===== config.mk =====
export PLATFORM = sky130hd
export DESIGN_NAME = idiv_top
export DESIGN_NICKNAME = d
export VERILOG_FILES = /design/src/idiv_pkg.sv /design/src/idiv_core_if.sv /design/src/idiv_core.sv /design/src/idiv_top.sv
export SDC_FILE = /design/constraint.sdc
export NUM_CORES = 1
export LEC_CHECK = 0
export BUFFER_PORTS_ARGS = -buffer_cell sky130_fd_sc_hd__clkbuf_2
export CORE_UTILIZATION = 45
export CTS_CLUSTER_SIZE = 14
export DETAILED_ROUTE_END_ITERATION = 6
export SLEW_MARGIN = 20
export SYNTH_ARGS = -nofsm -noshare
export SYNTH_HDL_FRONTEND = slang
export SYNTH_HIERARCHICAL = 1
export SYNTH_SLANG_ARGS = --single-unit
export TNS_END_PERCENT = 30

===== constraint.sdc =====
create_clock -name clk_sys_i -period 32.1 [get_ports clk_sys_i]
set_input_delay 3.21 -clock clk_sys_i [delete_from_list [all_inputs] [get_ports clk_sys_i]]
set_output_delay 3.21 -clock clk_sys_i [all_outputs]
set_load 0.1 [all_outputs]

===== src/idiv_pkg.sv =====
`default_nettype none
package idiv_pkg;
	// Operand and result width
	localparam int unsigned DATA_W      = 32;
	// Fixed latency from launch to final result, in clock cycles
	localparam int unsigned DIV_CYCLES  = 8;
	// Bits resolved per cycle so that DATA_W bits finish in DIV_CYCLES
	localparam int unsigned BITS_PER_CY = DATA_W / DIV_CYCLES;
	// Cycle counter width
	localparam int unsigned CNT_W       = 4;
	// Reset values
	localparam logic [31:0] RST_WORD    = 32'h0000_0000;
	localparam logic [3:0]  RST_CNT     = 4'h0;

	// Divider sequencer states, one-hot
	typedef enum logic [1:0] {
		IDIV_IDLE = 2'b01, // No division running
		IDIV_BUSY = 2'b10  // Iterating
	} idiv_state_e;
endpackage : idiv_pkg
`default_nettype wire


===== src/idiv_core_if.sv =====
`default_nettype none
// Launch/operand/result bundle between control and the iterative core
interface idiv_core_if;
	logic        start;     // One-cycle launch pulse
	logic        sgn;       // Signed mode
	logic [31:0] dividend;  // Captured dividend
	logic [31:0] divisor;   // Captured divisor
	logic        busy;      // Core iterating
	logic        done;      // One-cycle completion pulse
	logic [31:0] quot;      // Final quotient
	logic [31:0] rem;       // Final remainder

	modport ctrl (output start, sgn, dividend, divisor, input busy, done, quot, rem);
	modport core (input start, sgn, dividend, divisor, output busy, done, quot, rem);
endinterface : idiv_core_if
`default_nettype wire


===== src/idiv_core.sv =====
`default_nettype none
// Radix-16 restoring divider: four quotient bits per cycle, eight cycles total
module idiv_core (
	input  wire logic clk_sys_i,   // System clock
	input  wire logic rst_b_i,     // Async reset, active low
	idiv_core_if.core bus          // Launch and result bundle
);
	localparam int unsigned K = idiv_pkg::BITS_PER_CY;

	// One restoring step: shift in a bit, subtract if it fits
	function automatic logic [64:0] idiv_step(input logic [31:0] r, input logic [31:0] q,
		input logic [31:0] d);
		logic [32:0] t;
		t = {r, q[31]} - {1'b0, d};
		if (t[32]) begin
			idiv_step = {1'b0, r[30:0], q[31], q[30:0], 1'b0};
		end else begin
			idiv_step = {1'b0, t[31:0], q[30:0], 1'b1};
		end
	endfunction : idiv_step

	// Magnitude of a word under the chosen mode
	function automatic logic [31:0] idiv_abs(input logic [31:0] v, input logic s);
		idiv_abs = (s && v[31]) ? 32'(-v) : v;
	endfunction : idiv_abs

	logic [31:0] rem_ff;         // Partial remainder
	logic [31:0] quo_ff;         // Dividend shifting into quotient
	logic [31:0] dvs_ff;         // Divisor magnitude
	logic        neg_q_ff;       // Quotient to be negated
	logic        neg_r_ff;       // Remainder to be negated
	logic        zero_ff;        // Divisor was zero
	logic [3:0]  cnt_ff;         // Cycles left
	idiv_pkg::idiv_state_e state_ff;
	logic [63:0] nxt_pair;       // Remainder/quotient after K steps

	// K chained steps per clock
	always_comb begin
		logic [64:0] s;
		s = {1'b0, rem_ff, quo_ff};
		for (int i = 0; i < K; i++) begin
			s = idiv_step(s[63:32], s[31:0], dvs_ff);
		end
		nxt_pair = s[63:0];
	end

	// Sequencer and cycle count
	always_ff @(posedge clk_sys_i or negedge rst_b_i) begin
		if (!rst_b_i) begin
			state_ff <= idiv_pkg::IDIV_IDLE;
			cnt_ff   <= idiv_pkg::RST_CNT;
		end else begin
			unique case (state_ff)
				idiv_pkg::IDIV_IDLE: begin
					if (bus.start) begin
						state_ff <= idiv_pkg::IDIV_BUSY;
						cnt_ff   <= 4'(idiv_pkg::DIV_CYCLES - 1);
					end
				end
				idiv_pkg::IDIV_BUSY: begin
					cnt_ff <= cnt_ff - 4'h1;
					if (cnt_ff == 4'h0) begin
						state_ff <= idiv_pkg::IDIV_IDLE;
					end
				end
			endcase
		end
	end

	// Operand capture and iteration
	always_ff @(posedge clk_sys_i or negedge rst_b_i) begin
		if (!rst_b_i) begin
			rem_ff   <= idiv_pkg::RST_WORD;
			quo_ff   <= idiv_pkg::RST_WORD;
			dvs_ff   <= idiv_pkg::RST_WORD;
			neg_q_ff <= 1'b0;
			neg_r_ff <= 1'b0;
			zero_ff  <= 1'b0;
		end else if (bus.start && state_ff == idiv_pkg::IDIV_IDLE) begin
			rem_ff   <= idiv_pkg::RST_WORD;
			quo_ff   <= idiv_abs(bus.dividend, bus.sgn);
			dvs_ff   <= idiv_abs(bus.divisor, bus.sgn);
			neg_q_ff <= bus.sgn && (bus.dividend[31] ^ bus.divisor[31]);
			neg_r_ff <= bus.sgn && bus.dividend[31];
			zero_ff  <= (bus.divisor == idiv_pkg::RST_WORD);
		end else if (state_ff == idiv_pkg::IDIV_BUSY) begin
			rem_ff <= nxt_pair[63:32];
			quo_ff <= nxt_pair[31:0];
		end
	end

	// Result outputs; zero divisor forces both to zero
	always_ff @(posedge clk_sys_i or negedge rst_b_i) begin
		if (!rst_b_i) begin
			bus.quot <= idiv_pkg::RST_WORD;
			bus.rem  <= idiv_pkg::RST_WORD;
		end else if (state_ff == idiv_pkg::IDIV_BUSY && cnt_ff == 4'h0) begin
			if (zero_ff) begin
				bus.quot <= idiv_pkg::RST_WORD;
				bus.rem  <= idiv_pkg::RST_WORD;
			end else begin
				bus.quot <= neg_q_ff ? 32'(-nxt_pair[31:0]) : nxt_pair[31:0];
				bus.rem  <= neg_r_ff ? 32'(-nxt_pair[63:32]) : nxt_pair[63:32];
			end
		end
	end

	assign bus.busy = (state_ff == idiv_pkg::IDIV_BUSY);
	assign bus.done = (state_ff == idiv_pkg::IDIV_BUSY) && (cnt_ff == 4'h0);

	AST_BUSY_LEN: assert property (@(posedge clk_sys_i) disable iff (!rst_b_i)
		$rose(bus.busy) |-> bus.busy [*8] ##1 !bus.busy)
		else $error("core busy not exactly eight cycles");
endmodule : idiv_core
`default_nettype wire


===== src/idiv_top.sv =====
`default_nettype none
module idiv_top (
	input  wire logic        clk_sys_i,      // System clock, 20 MHz
	input  wire logic        rst_b_i,        // Async reset, active low
	input  wire logic        sgn_mode_i,     // 1 = signed division
	input  wire logic        dividend_we_i,  // Dividend write strobe
	input  wire logic [31:0] dividend_i,     // Dividend write data
	input  wire logic        divisor_we_i,   // Divisor write strobe, launches
	input  wire logic [31:0] divisor_i,      // Divisor write data
	output logic      [31:0] dividend_o,     // Dividend register readback
	output logic      [31:0] divisor_o,      // Divisor register readback
	output logic      [31:0] quotient_o,     // Quotient register
	output logic      [31:0] remainder_o,    // Remainder register
	output logic             busy_o,         // Division in progress
	output logic             div_end_o,      // Division complete flag
	output logic             div_zero_o      // Divide-by-zero warning flag
);
	idiv_core_if cif ();  // Bundle to the iterative core

	logic        sgn_ff;     // Mode latched at launch
	logic        end_ff;     // Completion flag
	logic        zero_ff;    // Divide-by-zero flag
	logic        launch;     // Divisor write accepted this cycle

	// Writes during a running division are dropped so operands stay intact
	assign launch = divisor_we_i && !cif.busy;

	// Operand registers, write-protected while busy
	always_ff @(posedge clk_sys_i or negedge rst_b_i) begin
		if (!rst_b_i) begin
			dividend_o <= idiv_pkg::RST_WORD;
			divisor_o  <= idiv_pkg::RST_WORD;
			sgn_ff     <= 1'b0;
		end else if (!cif.busy) begin
			if (dividend_we_i) begin
				dividend_o <= dividend_i;
			end
			if (divisor_we_i) begin
				divisor_o <= divisor_i;
				sgn_ff    <= sgn_mode_i;
			end
		end
	end

	// Launch uses current dividend and freshly written divisor; a same-cycle
	// dividend write is honoured too, passed from dividend_i straight to the core
	assign cif.start    = launch;
	assign cif.sgn      = sgn_mode_i;
	assign cif.dividend = dividend_we_i ? dividend_i : dividend_o;
	assign cif.divisor  = divisor_i;

	idiv_core u_core (
		.clk_sys_i (clk_sys_i),
		.rst_b_i   (rst_b_i),
		.bus       (cif.core)
	);

	// Flags: launch clears, core completion sets; launch and done never coincide
	always_ff @(posedge clk_sys_i or negedge rst_b_i) begin
		if (!rst_b_i) begin
			end_ff  <= 1'b0;
			zero_ff <= 1'b0;
		end else if (cif.done) begin
			end_ff  <= 1'b1;
			zero_ff <= (divisor_o == idiv_pkg::RST_WORD);
		end else if (launch) begin
			end_ff  <= 1'b0;
			zero_ff <= 1'b0;
		end
	end

	// Results are only valid once the flag is up; software must poll it
	assign quotient_o  = cif.quot;
	assign remainder_o = cif.rem;
	assign busy_o      = cif.busy;
	assign div_end_o   = end_ff;
	assign div_zero_o  = zero_ff;

	AST_LAUNCH_CLEARS: assert property (@(posedge clk_sys_i) disable iff (!rst_b_i)
		launch |=> !div_end_o && !div_zero_o)
		else $error("launch did not clear flags");

	AST_END_AT_EIGHT: assert property (@(posedge clk_sys_i) disable iff (!rst_b_i)
		launch |=> !div_end_o [*8] ##1 div_end_o)
		else $error("completion not eight cycles after launch");

	AST_OPERAND_HOLD: assert property (@(posedge clk_sys_i) disable iff (!rst_b_i)
		busy_o |=> $stable(dividend_o) && $stable(divisor_o))
		else $error("operand changed during division");

	AST_ZERO_FLAG: assert property (@(posedge clk_sys_i) disable iff (!rst_b_i)
		launch && divisor_i == 32'h0000_0000 |-> ##9 div_zero_o)
		else $error("zero divisor not flagged");

	AST_ZERO_RESULT: assert property (@(posedge clk_sys_i) disable iff (!rst_b_i)
		$rose(div_end_o) && div_zero_o |-> quotient_o == 32'h0000_0000 && remainder_o == 32'h0000_0000)
		else $error("zero divisor gave nonzero result");

	AST_UNSIGNED_DIV: assert property (@(posedge clk_sys_i) disable iff (!rst_b_i)
		$rose(div_end_o) && !div_zero_o && !sgn_ff |->
		64'(quotient_o) * 64'(divisor_o) + 64'(remainder_o) == 64'(dividend_o) && remainder_o < divisor_o)
		else $error("unsigned result inconsistent");

	AST_SIGNED_DIV: assert property (@(posedge clk_sys_i) disable iff (!rst_b_i)
		$rose(div_end_o) && !div_zero_o && sgn_ff |->
		32'($signed(quotient_o) * $signed(divisor_o) + $signed(remainder_o)) == dividend_o &&
		(remainder_o == 32'h0000_0000 || remainder_o[31] == dividend_o[31]))
		else $error("signed result inconsistent");

	// A write in the final busy cycle must neither relaunch nor swallow completion
	AST_DROP_BUSY_WRITE: assert property (@(posedge clk_sys_i) disable iff (!rst_b_i)
		divisor_we_i && cif.done |=> !busy_o && $rose(div_end_o))
		else $error("write in last busy cycle relaunched");

	// Flags stand until the next launch
	AST_FLAGS_STAND: assert property (@(posedge clk_sys_i) disable iff (!rst_b_i)
		div_end_o && !launch |=> div_end_o && $stable(div_zero_o))
		else $error("flags changed without a launch");

	// Mode is taken with the launching divisor write
	AST_MODE_LATCH: assert property (@(posedge clk_sys_i) disable iff (!rst_b_i)
		launch |=> busy_o && sgn_ff == $past(sgn_mode_i))
		else $error("mode not latched at launch");

	// Results only move at completion
	AST_RESULT_HOLD: assert property (@(posedge clk_sys_i) disable iff (!rst_b_i)
		!cif.done |=> $stable(quotient_o) && $stable(remainder_o))
		else $error("results changed outside completion");
endmodule : idiv_top
`default_nettype wire


Word level (Yosys, flattened, before mapping)
Cells that the tools add are included.
{"block": "word_totals", "ff_bits": 235, "latch_bits": 0, "ram_bits": 0, "rom_bits": 0, "inputBits": 69, "output_inout_bits": 131, "elab_cells": 66, "mem_count": 0}
{"block": "classes", "n_addsub": 9, "mul": 0, "div": 0, "order_cmp": 0, "eq_ne": 4, "n_shift": 0, "n_mux": 23, "bitwise_logic": 2, "reduce_logical": 14}
{"operator": "32-bit 2-to-1 mux", "count": 11}
{"operator": "64-bit 2-to-1 mux", "count": 4}
{"operator": "33-bit by 32-bit subtractor with 33-bit output", "count": 4}
{"operator": "32-bit negator", "count": 4}
{"operator": "32-bit zero test", "count": 2}
{"operator": "4-bit one-hot mux with 2 select lines", "count": 1}
{"operator": "1-bit logical AND", "count": 6}
{"operator": "4-bit zero test", "count": 1}
{"operator": "2-bit 2-to-1 mux", "count": 2}
{"operator": "4-bit 2-to-1 mux", "count": 1}
{"operator": "2-bit by 1-bit inequality test with 1-bit output, second input constant", "count": 2}
{"operator": "2-bit one-hot mux with 2 select lines", "count": 1}
{"operator": "2-bit AND reduction", "count": 2}
{"operator": "2-bit nonzero test", "count": 2}
{"operator": "4-bit by 1-bit subtractor with 4-bit output, second input constant", "count": 1}
{"operator": "1-bit 2-to-1 mux", "count": 3}
{"operator": "2-bit by 1-bit equality test with 1-bit output, second input constant", "count": 1}
{"operator": "2-bit equality test, second input constant", "count": 1}
{"operator": "1-bit zero test", "count": 1}
{"operator": "1-bit inverter", "count": 1}
{"operator": "1-bit bitwise XOR", "count": 1}

Depth between registers and ports, before layout
Gate-level depths: netlist of run 1.
{"block": "depth", "word_depth": 11, "mapped_depth": 74, "depth_no_buf": 58}

Hierarchy
Netlist of run 1, hierarchy kept.
{"module": "idiv_core", "instances": 1, "cells_per_inst": 2469, "area_each_um2": 18763.0, "seq_area_each_um2": 4230.3}
{"module": "idiv_top", "instances": 1, "cells_per_inst": 190, "area_each_um2": 2896.5, "seq_area_each_um2": 1651.6}

Least setup slack after synthesis of run 1
OpenSTA, ideal clock, no wires.
{"block": "synth_timing", "kind": "register to register", "startpoint": "register u_core.dvs_ff[1]", "endpoint": "register u_core.bus.quot[30]", "setup_time_ns": 0.135, "t_arrival_ns": 15.013, "required_time_ns": 31.965, "slack_ns": 16.952, "stages_incl_launch_ff": 67, "n_path_buf": 15, "synth_period_minus_slack_ns": 15.148, "path_cell_list": "dfrtp_1 > inv_1 > fa_1 > a211oi_1 > o21a_1 > a2111oi_4 > o21a_1 > or3_1 > nand2_2 > clkbuf_1 > clkbuf_1 > clkbuf_1 > clkbuf_1 > o21ai_0 > ha_1 > o211ai_1 > a21o_1 > a211oi_2 > [... 31 more ...] > a21oi_1 > o41ai_1 > a31oi_1 > or2_1 > a2111oi_2 > a211o_2 > nor2_8 > buf_2 > mux2_2 > inv_1 > ha_1 > nand4_1 > nand2b_1 > or4_1 > or4_1 > o21ai_0 > xor2_1 > o21ai_0"}
{"block": "synth_via", "elab_chain_len": 11}
{"element": "start, declared", "line_no": "idiv_core.sv:29", "text": "logic [31:0] dvs_ff;"}
{"element": "start signal, assigned", "line_no": "idiv_core.sv:75", "text": "dvs_ff <= idiv_pkg::RST_WORD;"}
{"element": "start signal, assigned", "line_no": "idiv_core.sv:82", "text": "dvs_ff <= idiv_abs(bus.divisor, bus.sgn);"}
{"element": "33-bit by 32-bit subtractor with 33-bit output", "line_no": "idiv_core.sv:14", "text": "t = {r, q[31]} - {1'b0, d};"}
{"element": "64-bit 2-to-1 mux", "line_no": "idiv_core.sv:15", "text": "if (t[32]) begin"}
{"element": "33-bit by 32-bit subtractor with 33-bit output", "line_no": "idiv_core.sv:14"}
{"element": "64-bit 2-to-1 mux", "line_no": "idiv_core.sv:15"}
{"element": "33-bit by 32-bit subtractor with 33-bit output", "line_no": "idiv_core.sv:14"}
{"element": "64-bit 2-to-1 mux", "line_no": "idiv_core.sv:15"}
{"element": "33-bit by 32-bit subtractor with 33-bit output", "line_no": "idiv_core.sv:14"}
{"element": "64-bit 2-to-1 mux (*)", "line_no": "idiv_core.sv:15"}
{"element": "32-bit negator (*)", "line_no": "idiv_core.sv:102", "text": "bus.quot <= neg_q_ff ? 32'(-nxt_pair[31:0]) : nxt_pair[31:0];"}
{"element": "32-bit 2-to-1 mux (*)", "line_no": "idiv_core.sv:102"}
{"element": "32-bit 2-to-1 mux (*)", "line_no": "idiv_core.sv:98", "text": "if (zero_ff) begin"}
{"element": "end signal, assigned", "line_no": "idiv_core.sv:95", "text": "bus.quot <= idiv_pkg::RST_WORD;"}
{"element": "end signal, assigned", "line_no": "idiv_core.sv:99", "text": "bus.quot <= idiv_pkg::RST_WORD;"}
{"element": "end signal, assigned", "line_no": "idiv_core.sv:102"}
{"element": "end, declared", "line_no": "idiv_core_if.sv:14", "text": "modport core (input start, sgn, dividend, divisor, output busy, done, quot, rem);"}
Mark *: on every way between the ends. The rest lies on a longest branch, timed or not.
A chain may end at the register's enable or synchronous reset.

Worst setup path in the final report of run 1
{"block": "layout_timing", "startpoint": "register u_core.dvs_ff[1]", "endpoint": "register u_core.bus.quot[24]"}
The elaborated chain is that of the path after synthesis.

==> summary.txt, run 1 <==
Outcome
  • Status: finished clean

Clock network
  • H-tree lvl count: 1
  • Number of clock sinks: 235
  • CTS tree: yes
  • Clk_lat worst skew: 590 ps
  • Clock slew at reported path FFs: 70 ps
  • Post-cts sizing count: 0
  • Clk buf depth: 3
  • Setup Buffers After CTS: 0
  • TritonCTS Buffers: 28
  • Root Buffer Master: clkbuf_16
  • # hold bufs at CTS: 0

Setup path
  • CP arrival: 18140 ps
  • Critical setup path kind: register to register
  • Kind of end point of the critical path: register
  • Crit path max fanout: 69
  • Crit path max-delay cell type: a211oi_2
  • WP buf/inv: 7
  • Worst path required time: 32540 ps
  • Worst path top cell family by delay: compound AO/OA/AOI/OAI gates
  • CP Launch Type: register
  • Slowest stage delay, CP: 700 ps

Job
  • Max-Cap Viols: 0

Yosys
  • Post-synthesis mux area share: 0.0814
  • Net count after synthesis: 2865
  • Register area share after synthesis: 0.272
  • Compound-Gate Fraction of Synth Area: 0.251
  • EDFF count, synth: 0
  • Asr flop ratio synth: 1.00
  • Seq cells post-synth: 235
  • Post-synthesis adder-cell area fraction: 0.0805
  • Synth Area in Simple Gates: 0.183
  • Xor/xnor cell area share of the yosys netlist: 0.0885
  • Warnings, synthesis: 6
  • Main synth FF type: dfrtp_1
  • Syn Area/Cell: 8.15 um^2
  • Mapped Cells: 2659
  • Synth cell types: 101
  • Synth Cell Area: 21700 um^2
  • Largest family of logic cells by synthesized area: compound AO/OA/AOI/OAI gates

Drt
  • DRC: 0
  • Post-Route WL: 77600 um
  • DR WL met2: 37100 um
  • Vias/cell: 6.09
  • DR vias: 20800
  • DR iter-0 viols: 1503
  • WL met1: 32300 um
  • Drt pass-1 iters: 6
  • Detailed-route wire length per cell: 22.7 um
  • DRT antenna net count: 0
  • Routed wl met3: 3630 um
  • DR top layer: met4

Floorplan
  • DIE WIDTH: 221 um
  • # IOs: 200
  • CORE AREA: 47600 um^2
  • Die H: 221 um
  • Initial Utilization: 0.455
  • Row cnt: 80
  • Die ar.: 49000 um^2

STA
  • Slew @ Worst Pin: 1070 ps
  • Fin. max-slew vios: 0
  • Post-Route Setup TNS: 0 ps
  • Period minus WS final: 17700 ps
  • Slack of the critical path: 14400 ps
  • FMAX: 56.5 MHz
  • Max Clock Skew: 25.8 ps
  • Period utilization: 0.551
  • Max_slew headroom: 0.266
  • Final setup violating endpoints: 0
  • RSZ-0062 raised after global routing: false
  • Final Hold Viols: 0

Hold path
  • Hold Crit Class: register to register

Finish
  • Post-Layout Cell Count: 3420
  • # nets final: 2989
  • Area growth, synth to finish: 10.9%
  • Multi-input gate area: 14900 um^2
  • Ratio of cells with drive above 1 in the final layout: 0.152
  • Fin area: 24000 um^2
  • Register area: 5880 um^2
  • Filler instances: 4771
  • Ant diodes: 0

Placed design
  • Dpl cell area: 23100 um^2
  • Placed Instances: 3368
  • RD Place Congestion: 0.965
  • Port Buffers: 199
  • DP Worst Slack: 14700 ps
  • Detailed placement HPWL: 61400 um

Global routing
  • Grt ovf: 0
  • Initial antenna violation count: 2
  • First-pass GRT wire length: 120000 um
  • All-Layer GR Usage: 0.313
  • Vias in the first global route: 20400
  • Largest net degree at the start of global routing: 113
-- flip-flops by register name, summed over array words and instances, names as in the netlist --
register and cells:
div_zero_o 1, u_core/bus.rem 32, u_core/rem_ff 32, u_core/neg_q_ff 1
divisor_o 32, u_core/bus.quot 32, u_core/state_ff 2, u_core/cnt_ff 4
u_core/dvs_ff 32, dividend_o 32, div_end_o 1, u_core/quo_ff 32
u_core/zero_ff 1, u_core/neg_r_ff 1
-- cell usage after synthesis (19+ instances only) --
| cell | n | share of area |
|---|---|---|
| mux2i_1 | 43 | 0.020 |
| and3_1 | 21 | 0.0061 |
| ha_1 | 133 | 0.077 |
| nor4_1 | 19 | 0.0055 |
| xnor2_1 | 120 | 0.049 |
| o211ai_1 | 30 | 0.010 |
| dfrtp_1 | 234 | 0.27 |
| nor3_1 | 53 | 0.012 |
| mux2_2 | 111 | 0.058 |
| nand3_1 | 95 | 0.022 |
| buf_2 | 27 | 0.0062 |
| o21ai_1 | 24 | 0.0055 |
| a211oi_1 | 27 | 0.0094 |
| a21oi_1 | 160 | 0.037 |
| and2_1 | 23 | 0.0066 |
| o21a_1 | 35 | 0.012 |
| o21ai_0 | 281 | 0.065 |
| xor2_1 | 97 | 0.039 |
| o31ai_1 | 37 | 0.013 |
| a22oi_1 | 33 | 0.011 |
| a21o_1 | 46 | 0.016 |
| nand2_1 | 333 | 0.058 |
| or3_1 | 28 | 0.0081 |
| nor2_1 | 143 | 0.025 |
| a31oi_1 | 23 | 0.0066 |
| clkbuf_1 | 80 | 0.014 |
| inv_1 | 104 | 0.018 |
| nand2b_1 | 29 | 0.0084 |
-- worst paths after layout --
check                            startpoint             endpoint  slack [ps]  cells past startpoint
setup / recovery           u_core/dvs_ff[1]  u_core/bus.quot[24]       14400                     56
hold / removal             u_core/dvs_ff[2]     u_core/dvs_ff[2]         480                      2
setup reg to reg           u_core/dvs_ff[1]  u_core/bus.quot[24]       14400                     56
hold reg to reg            u_core/dvs_ff[2]     u_core/dvs_ff[2]         480                      2
max in group asynchronous           rst_b_i   u_core/bus.rem[15]       27170                      3
min in group asynchronous           rst_b_i         divisor_o[7]        2710                      1
-- layer usage --
metal,vias to the layer above,global-route usage
li1,9984,-
met1,10000,0.388
met2,659,0.537
met3,185,0.0323
met4,0,0.166
met5,-,0
-- worst min-delay path, delay by kind of cell (launching register included) --
| family | cells | cell delay [ps] |
|---|---|---|
| compound gates | 1 | 60 |
| simple gates | 1 | 50 |
| flops | 1 | 340 |
-- cell usage in the layout, fill, tap and decap left out, types with 12 or more instances in the layout --
| cell type | instances |
|---|---|
| a211oi_1 | 27 |
| mux2i_1 | 43 |
| and2_1 | 23 |
| and3_1 | 21 |
| nor4_1 | 19 |
| or4_1 | 15 |
| a21oi_1 | 160 |
| mux2_2 | 111 |
| nor3_1 | 53 |
| a22oi_1 | 33 |
| nor2_1 | 141 |
| xor2_1 | 97 |
| nand2b_1 | 27 |
| o21bai_1 | 17 |
| o31ai_1 | 37 |
| o211ai_1 | 30 |
| inv_1 | 103 |
| nand2_1 | 333 |
| nor2b_1 | 12 |
| o21a_1 | 35 |
| buf_4 | 20 |
| dfrtp_1 | 234 |
| clkbuf_16 | 28 |
| ha_1 | 133 |
| xnor2_1 | 120 |
| a21o_1 | 46 |
| clkbuf_2 | 198 |
| nand4_1 | 18 |
| a31oi_1 | 23 |
| nand3_1 | 95 |
| o21ai_1 | 24 |
| o21ai_0 | 281 |
| or3_1 | 27 |
-- per-stage QoR --
stage          hold WS, ps   util
2_1_floorplan          450      -
3_3_place_gp           465  0.484
3_5_place_dp           472  0.484
4_1_cts                485  0.504
5_1_grt                508  0.504
6_report               481  0.504
-- cell families after synthesis --
logic type	count (synthesis)
AO/OA/AOI/OAI	844
XOR/XNOR	218
adder cells (fa/ha/maj)	137
buffers and inverters	230
flip-flops	235
multiplexers	161
AND/OR/NAND/NOR	834
-- area by class of cell --
class / instances / area share
multi-input cells: 2194 / 0.619
repair buffers: 219 / 0.0481
clock buffers: 44 / 0.0342
clock inverters: 8 / 0.00552
inverters: 105 / 0.0165
well taps: 615 / 0.0320
flip-flops and latches: 235 / 0.245
Power of run 1 is left out: the tool's default activity adds up to more than one toggle a clock period on the data nets, which glitch-free logic cannot reach.
==> run 2, diff against run 1 <==
==> constraint.sdc (replaced) <==
create_clock -name clk_sys_i -period 17.6 [get_ports clk_sys_i]
set_input_delay 1.76 -clock clk_sys_i [delete_from_list [all_inputs] [get_ports clk_sys_i]]
set_output_delay 1.76 -clock clk_sys_i [all_outputs]
set_load 0.1 [all_outputs]
==> run 2 against run 1 <==
Net effect:
- cell count up 0.29%
- wire length increased by 1.1%
- count of clock-buffer cells in the layout is the same
- worst setup slack got worse by 13000 ps
- clock skew decreased by 12 ps
- critical path depth down 4
- via count up 1.2%
- first-iteration DRC count grew 8.0%
- utilization is 0.14 points higher
==> summary.txt, run 2 (same netlist as run 1, synthesis figures left out) <==
Setup path
  • Slowest stage delay, CP: 860 ps (+160 ps)
  • Crit path max-delay cell type: nor2_2
  • Critical setup path kind: register to register
  • Kind of end point of the critical path: register
  • CP arrival: 16630 ps (-1510 ps)
  • Crit path max fanout: 26 (-62%)
  • CP Launch Type: register
  • Top cell by count, worst path: ha_1
  • Worst path required time: 18040 ps (-14500 ps)

Floorplan
  • Row cnt: 80 (unchanged)
  • Die ar.: 49000 um^2 (unchanged)
  • Initial Utilization: 0.455 (unchanged)
  • Die H: 221 um (unchanged)
  • DIE WIDTH: 221 um (unchanged)
  • CORE AREA: 47600 um^2 (unchanged)
  • # IOs: 200 (unchanged)

Finish
  • Most common cell after layout, fill and taps aside: nand2_1
  • Most frequent cells in the layout: nand2_1, o21ai_0, dfrtp_1
  • Area growth, synth to finish: 11.3%
  • # nets final: 3000 (+0.37%)
  • Ant diodes: 0 (unchanged)
  • Ratio of cells with drive above 1 in the final layout: 0.156 (+0.00337)

Clock network
  • # hold bufs at CTS: 0 (unchanged)
  • Clk buf depth: 3 (unchanged)
  • CTS tree: yes
  • Number of clock sinks: 235 (unchanged)
  • Clk_lat worst skew: 590 ps (about the same)
  • Root Buffer Master: clkbuf_16
  • Setup Buffers After CTS: 0 (unchanged)
  • H-tree lvl count: 1 (unchanged)
  • Clock slew at reported path FFs: 60 ps (about the same)
  • Post-cts sizing count: 0 (unchanged)
  • TritonCTS Buffers: 30 (+7.1%)

Drt
  • Vias/cell: 6.14 (+0.89%)
  • DRC: 0 (unchanged)
  • DRT antenna net count: 0 (unchanged)
  • DR vias: 21100 (+1.2%)
  • Drt pass-1 iters: 6 (unchanged)
  • DR iter-0 viols: 1623 (+8.0%)
  • Post-Route WL: 78500 um (+1.1%)
  • Detailed-route wire length per cell: 22.9 um (+0.85%)

STA
  • Post-Route Setup TNS: 0 ps (unchanged)
  • RSZ-0062 raised after global routing: false
  • FMAX: 61.8 MHz (+9.3%)
  • Final Hold Viols: 0 (unchanged)
  • Max Clock Skew: 14.1 ps (-11.8 ps)
  • Fin. max-slew vios: 0 (unchanged)
  • Period utilization: 0.920 (+0.369)
  • Period minus WS final: 16190 ps (-1500 ps)
  • Max_slew headroom: 0.287 (+0.0217)
  • Slew @ Worst Pin: 1070 ps (-5.88 ps)
  • Final setup violating endpoints: 0 (unchanged)

Outcome
  • Status: finished clean

Placed design
  • Port Buffers: 199 (unchanged)
  • Detailed placement HPWL: 62000 um (+0.94%)
  • RD Place Congestion: 0.982 (+1.7%)

Global routing
  • Grt ovf: 0 (unchanged)
  • Largest net degree at the start of global routing: 109 (-3.5%)
  • Vias in the first global route: 20600 (+0.91%)
  • All-Layer GR Usage: 0.315 (+0.00213)
  • First-pass GRT wire length: 121000 um (+0.94%)
  • Initial antenna violation count: 0 (-2)

Hold path
  • Hold Crit Class: register to register

Job
  • Max-Cap Viols: 0 (unchanged)
-- run 2: path summary, 6_finish.rpt --
check	from	to	slack (ps)	cells after the start
max reg2reg	u_core/dvs_ff[1]	u_core/bus.quot[28]	1410	52
min	u_core/bus.rem[1]	u_core/bus.rem[1]	480	2
min reg2reg	u_core/bus.rem[1]	u_core/bus.rem[1]	480	2
max	u_core/dvs_ff[1]	u_core/bus.quot[28]	1410	52
min in group asynchronous	rst_b_i	divisor_o[7]	1220	1
max in group asynchronous	rst_b_i	u_core/bus.rem[24]	14090	3
-- run 2: layout make-up --
| class | instances | area (um^2) |
|---|---|---|
| Clock inverter | 9 | 91.3 |
| Inverter | 105 | 397 |
| Multi-Input combinational cell | 2194 | 14900 |
| Timing Repair Buffer | 228 | 1220 |
| Clock buffer | 44 | 865 |
| Sequential cell | 235 | 5880 |
| Tap cell | 615 | 769 |
| Fill cell | 4698 | 23500 |
-- run 2: metrics by stage --
| stage | hold WS, ps | instances | setup WS (ps) | instance area, um^2 | utilization |
|---|---|---|---|---|---|
| 3_3_place_gp | 465 | 3376 | 2040 | 23100 | 0.486 |
| 2_1_floorplan | 450 | 2659 | 2450 | 21700 | - |
| 4_1_cts | 484 | 3429 | 1540 | 24100 | 0.506 |
| 3_5_place_dp | 471 | 3376 | 1630 | 23100 | 0.486 |
| 6_report | 480 | 3430 | 1410 | 24100 | 0.506 |
| 5_1_grt | 510 | 3430 | 344 | 24100 | 0.506 |
-- run 2: worst max-delay path: cells and delay by family, from the launching register on --
family	cells	cell delay, ps
AOI/OAI and AO/OA	28	7390
and+or+nand+nor	9	3420
adders and majority gates	5	1800
muxes	3	1270
buffers and inverters	5	1110
DFF	1	510
xor gates and xnor gates	2	490
-- run 2: layer usage --
layer	global-route usage	up-vias	routed length, um
li1	-	10000	-
met5	0	-	0
met3	0.0344	216	3820
met2	0.537	715	37200
met4	0.173	0	4860
met1	0.389	10100	32500
Power of run 2 is left out for the same reason.
==> run 3, diff against run 2 <==
--- a/config.mk
+++ b/config.mk
@@ -5,10 +5,10 @@
 export SDC_FILE = /design/constraint.sdc
 export NUM_CORES = 1
 export LEC_CHECK = 0
-export BUFFER_PORTS_ARGS = -buffer_cell sky130_fd_sc_hd__clkbuf_2
 export CORE_UTILIZATION = 45
 export CTS_CLUSTER_SIZE = 14
 export DETAILED_ROUTE_END_ITERATION = 6
+export DONT_BUFFER_PORTS = 1
 export SLEW_MARGIN = 20
 export SYNTH_ARGS = -nofsm -noshare
 export SYNTH_HDL_FRONTEND = slang
==> constraint.sdc (replaced) <==
create_clock -name clk_sys_i -period 19.25 [get_ports clk_sys_i]
set_input_delay 1.925 -clock clk_sys_i [delete_from_list [all_inputs] [get_ports clk_sys_i]]
set_output_delay 1.925 -clock clk_sys_i [all_outputs]
set_load 0.1 [all_outputs]
==> run 3 against run 2 <==
Net effect:
- worst hold slack improved by 4.3 ps
- non-clock buffer count down 210
- die area unchanged
- register-to-register slack better by 140 ps
- clock skew rose by 21 ps
- fmax shrank 8.5%
- sequential share of layout area grew 1.2 points
- final area fell by 4.7%
- via count is 4.0% lower
- flip-flop and latch count unchanged
- critical path type unchanged
==> summary.txt, run 3 (same netlist as run 1, synthesis figures left out) <==
Outcome
  • Status: finished clean

STA
  • Post-Route Setup TNS: 0 ps (unchanged)
  • RSZ-0062 raised after global routing: false
  • Final Hold Viols: 0 (unchanged)
  • Period utilization: 0.920 (about the same)
  • Period minus WS final: 17710 ps (+1510 ps)
  • Max_slew headroom: 0.176 (-0.112)
  • Final setup violating endpoints: 0 (unchanged)
  • Slew @ Worst Pin: 1230 ps (+164 ps)
  • Max Clock Skew: 35.3 ps (+21.2 ps)
  • Hold WS: 485 ps (+4.34 ps)
  • FMAX: 56.5 MHz (-8.5%)
  • Fin. max-slew vios: 0 (unchanged)

Drt
  • DRC: 0 (unchanged)
  • Drt pass-1 iters: 5 (-1)
  • Detailed-route wire length per cell: 23.4 um (+2.5%)
  • DRT antenna net count: 0 (unchanged)
  • Vias/cell: 6.30 (+2.5%)
  • DR iter-0 viols: 1624 (+0.062%)
  • DR vias: 20200 (-4.0%)
  • Post-Route WL: 75400 um (-3.9%)

Setup path
  • Crit. path cell count: 53 (+1.9%)
  • Crit path max-delay cell type: a2bb2oi_1
  • Kind of end point of the critical path: register
  • Slowest stage delay, CP: 980 ps (+120 ps)
  • R2R cell count: 53 (+1.9%)
  • CP arrival: 18140 ps (+1510 ps)
  • Worst path required time: 19680 ps (+1640 ps)
  • WP buf/inv: 5 (unchanged)
  • Top cell by count, worst path: inv_1
  • Crit path max fanout: 45 (+73%)
  • Worst path top cell family by delay: compound AO/OA/AOI/OAI gates
  • Critical setup path kind: register to register
  • CP Launch Type: register

Clock network
  • TritonCTS Buffers: 27 (-10%)
  • Number of clock sinks: 235 (unchanged)
  • Clock slew at reported path FFs: 70 ps (about the same)
  • CTS tree: yes
  • # hold bufs at CTS: 0 (unchanged)
  • Post-cts sizing count: 0 (unchanged)
  • Clk_lat worst skew: 580 ps (about the same)
  • H-tree lvl count: 1 (unchanged)
  • Root Buffer Master: clkbuf_16
  • Clk buf depth: 3 (unchanged)
  • Setup Buffers After CTS: 0 (unchanged)

Placed design
  • RD Place Congestion: 0.987 (+0.54%)
  • Detailed placement HPWL: 58600 um (-5.4%)
  • Port Buffers: 0 (-100%)
  • Dpl cell area: 22100 um^2 (-4.7%)

Hold path
  • Worst Hold Path Cells: 2 (unchanged)
  • Hold Crit Class: register to register

Job
  • Max-Cap Viols: 0 (unchanged)

Global routing
  • Vias in the first global route: 19400 (-5.4%)
  • First-pass GRT wire length: 116000 um (-4.2%)
  • Initial antenna violation count: 0 (unchanged)
  • Largest net degree at the start of global routing: 236 (+120%)
  • All-Layer GR Usage: 0.301 (-0.0138)
  • Grt ovf: 0 (unchanged)

Finish
  • Most common cell after layout, fill and taps aside: nand2_1
  • Ant diodes: 0 (unchanged)
  • Ratio of cells with drive above 1 in the final layout: 0.0877 (-0.0679)
  • Fin area: 23000 um^2 (-4.7%)
  • # nets final: 2787 (-7.1%)
  • Area growth, synth to finish: 6.01%
  • Most frequent cells in the layout: nand2_1, o21ai_0, dfrtp_1

Floorplan
  • # IOs: 200 (unchanged)
  • DIE WIDTH: 221 um (unchanged)
  • Initial Utilization: 0.455 (unchanged)
  • Row cnt: 80 (unchanged)
  • Die H: 221 um (unchanged)
  • CORE AREA: 47600 um^2 (unchanged)
  • Die ar.: 49000 um^2 (unchanged)
run 3: per-stage QoR:
step / cells / utilization / setup WS [ps]
4_1_cts: 3214 / 0.482 / 1720
2_1_floorplan: 2659 / - / 4100
6_report: 3214 / 0.482 / 1540
5_1_grt: 3214 / 0.482 / 422
3_3_place_gp: 3167 / 0.463 / 2150
3_5_place_dp: 3167 / 0.463 / 1840
run 3: cell type report:
class                      count  area, um^2
timing repair buffer          18         135
sequential                   235        5880
inverter                     105         398
multi-input combinational   2194       14900
tap                          615         769
clock buffer                  35         756
clock inverter                12         150
fill                        4682       24700
run 3: path summary, 6_finish.rpt:
check                                  from                   to  slack, ps
setup reg to reg           u_core/dvs_ff[1]  u_core/bus.quot[30]       1540
hold reg to reg            u_core/dvs_ff[6]     u_core/dvs_ff[6]        480
hold / removal             u_core/dvs_ff[6]     u_core/dvs_ff[6]        480
setup / recovery           u_core/dvs_ff[1]  u_core/bus.quot[30]       1540
min in group asynchronous           rst_b_i        divisor_o[15]       1080
max in group asynchronous           rst_b_i    u_core/rem_ff[29]      17720
run 3: layer usage:
| metal | GRT usage | up-vias | routed length [um] |
|---|---|---|---|
| met2 | 0.504 | 692 | 35400 |
| li1 | - | 9571 | - |
| met3 | 0.0377 | 172 | 4170 |
| met5 | 0 | - | 0 |
| met1 | 0.379 | 9798 | 31600 |
| met4 | 0.160 | 0 | 4250 |
run 3: worst register-to-register path, delay by kind of cell, from the launching register on:
| kind | cells | cell delay (ps) |
|---|---|---|
| XOR/XNOR | 2 | 920 |
| buffers and inverters | 5 | 1280 |
| adder cells (fa/ha/maj) | 5 | 1940 |
| AO/OA/AOI/OAI | 26 | 8170 |
| multiplexers | 1 | 590 |
| AND/OR/NAND/NOR | 14 | 4170 |
| flip-flops | 1 | 510 |
Power of run 3 is left out for the same reason.
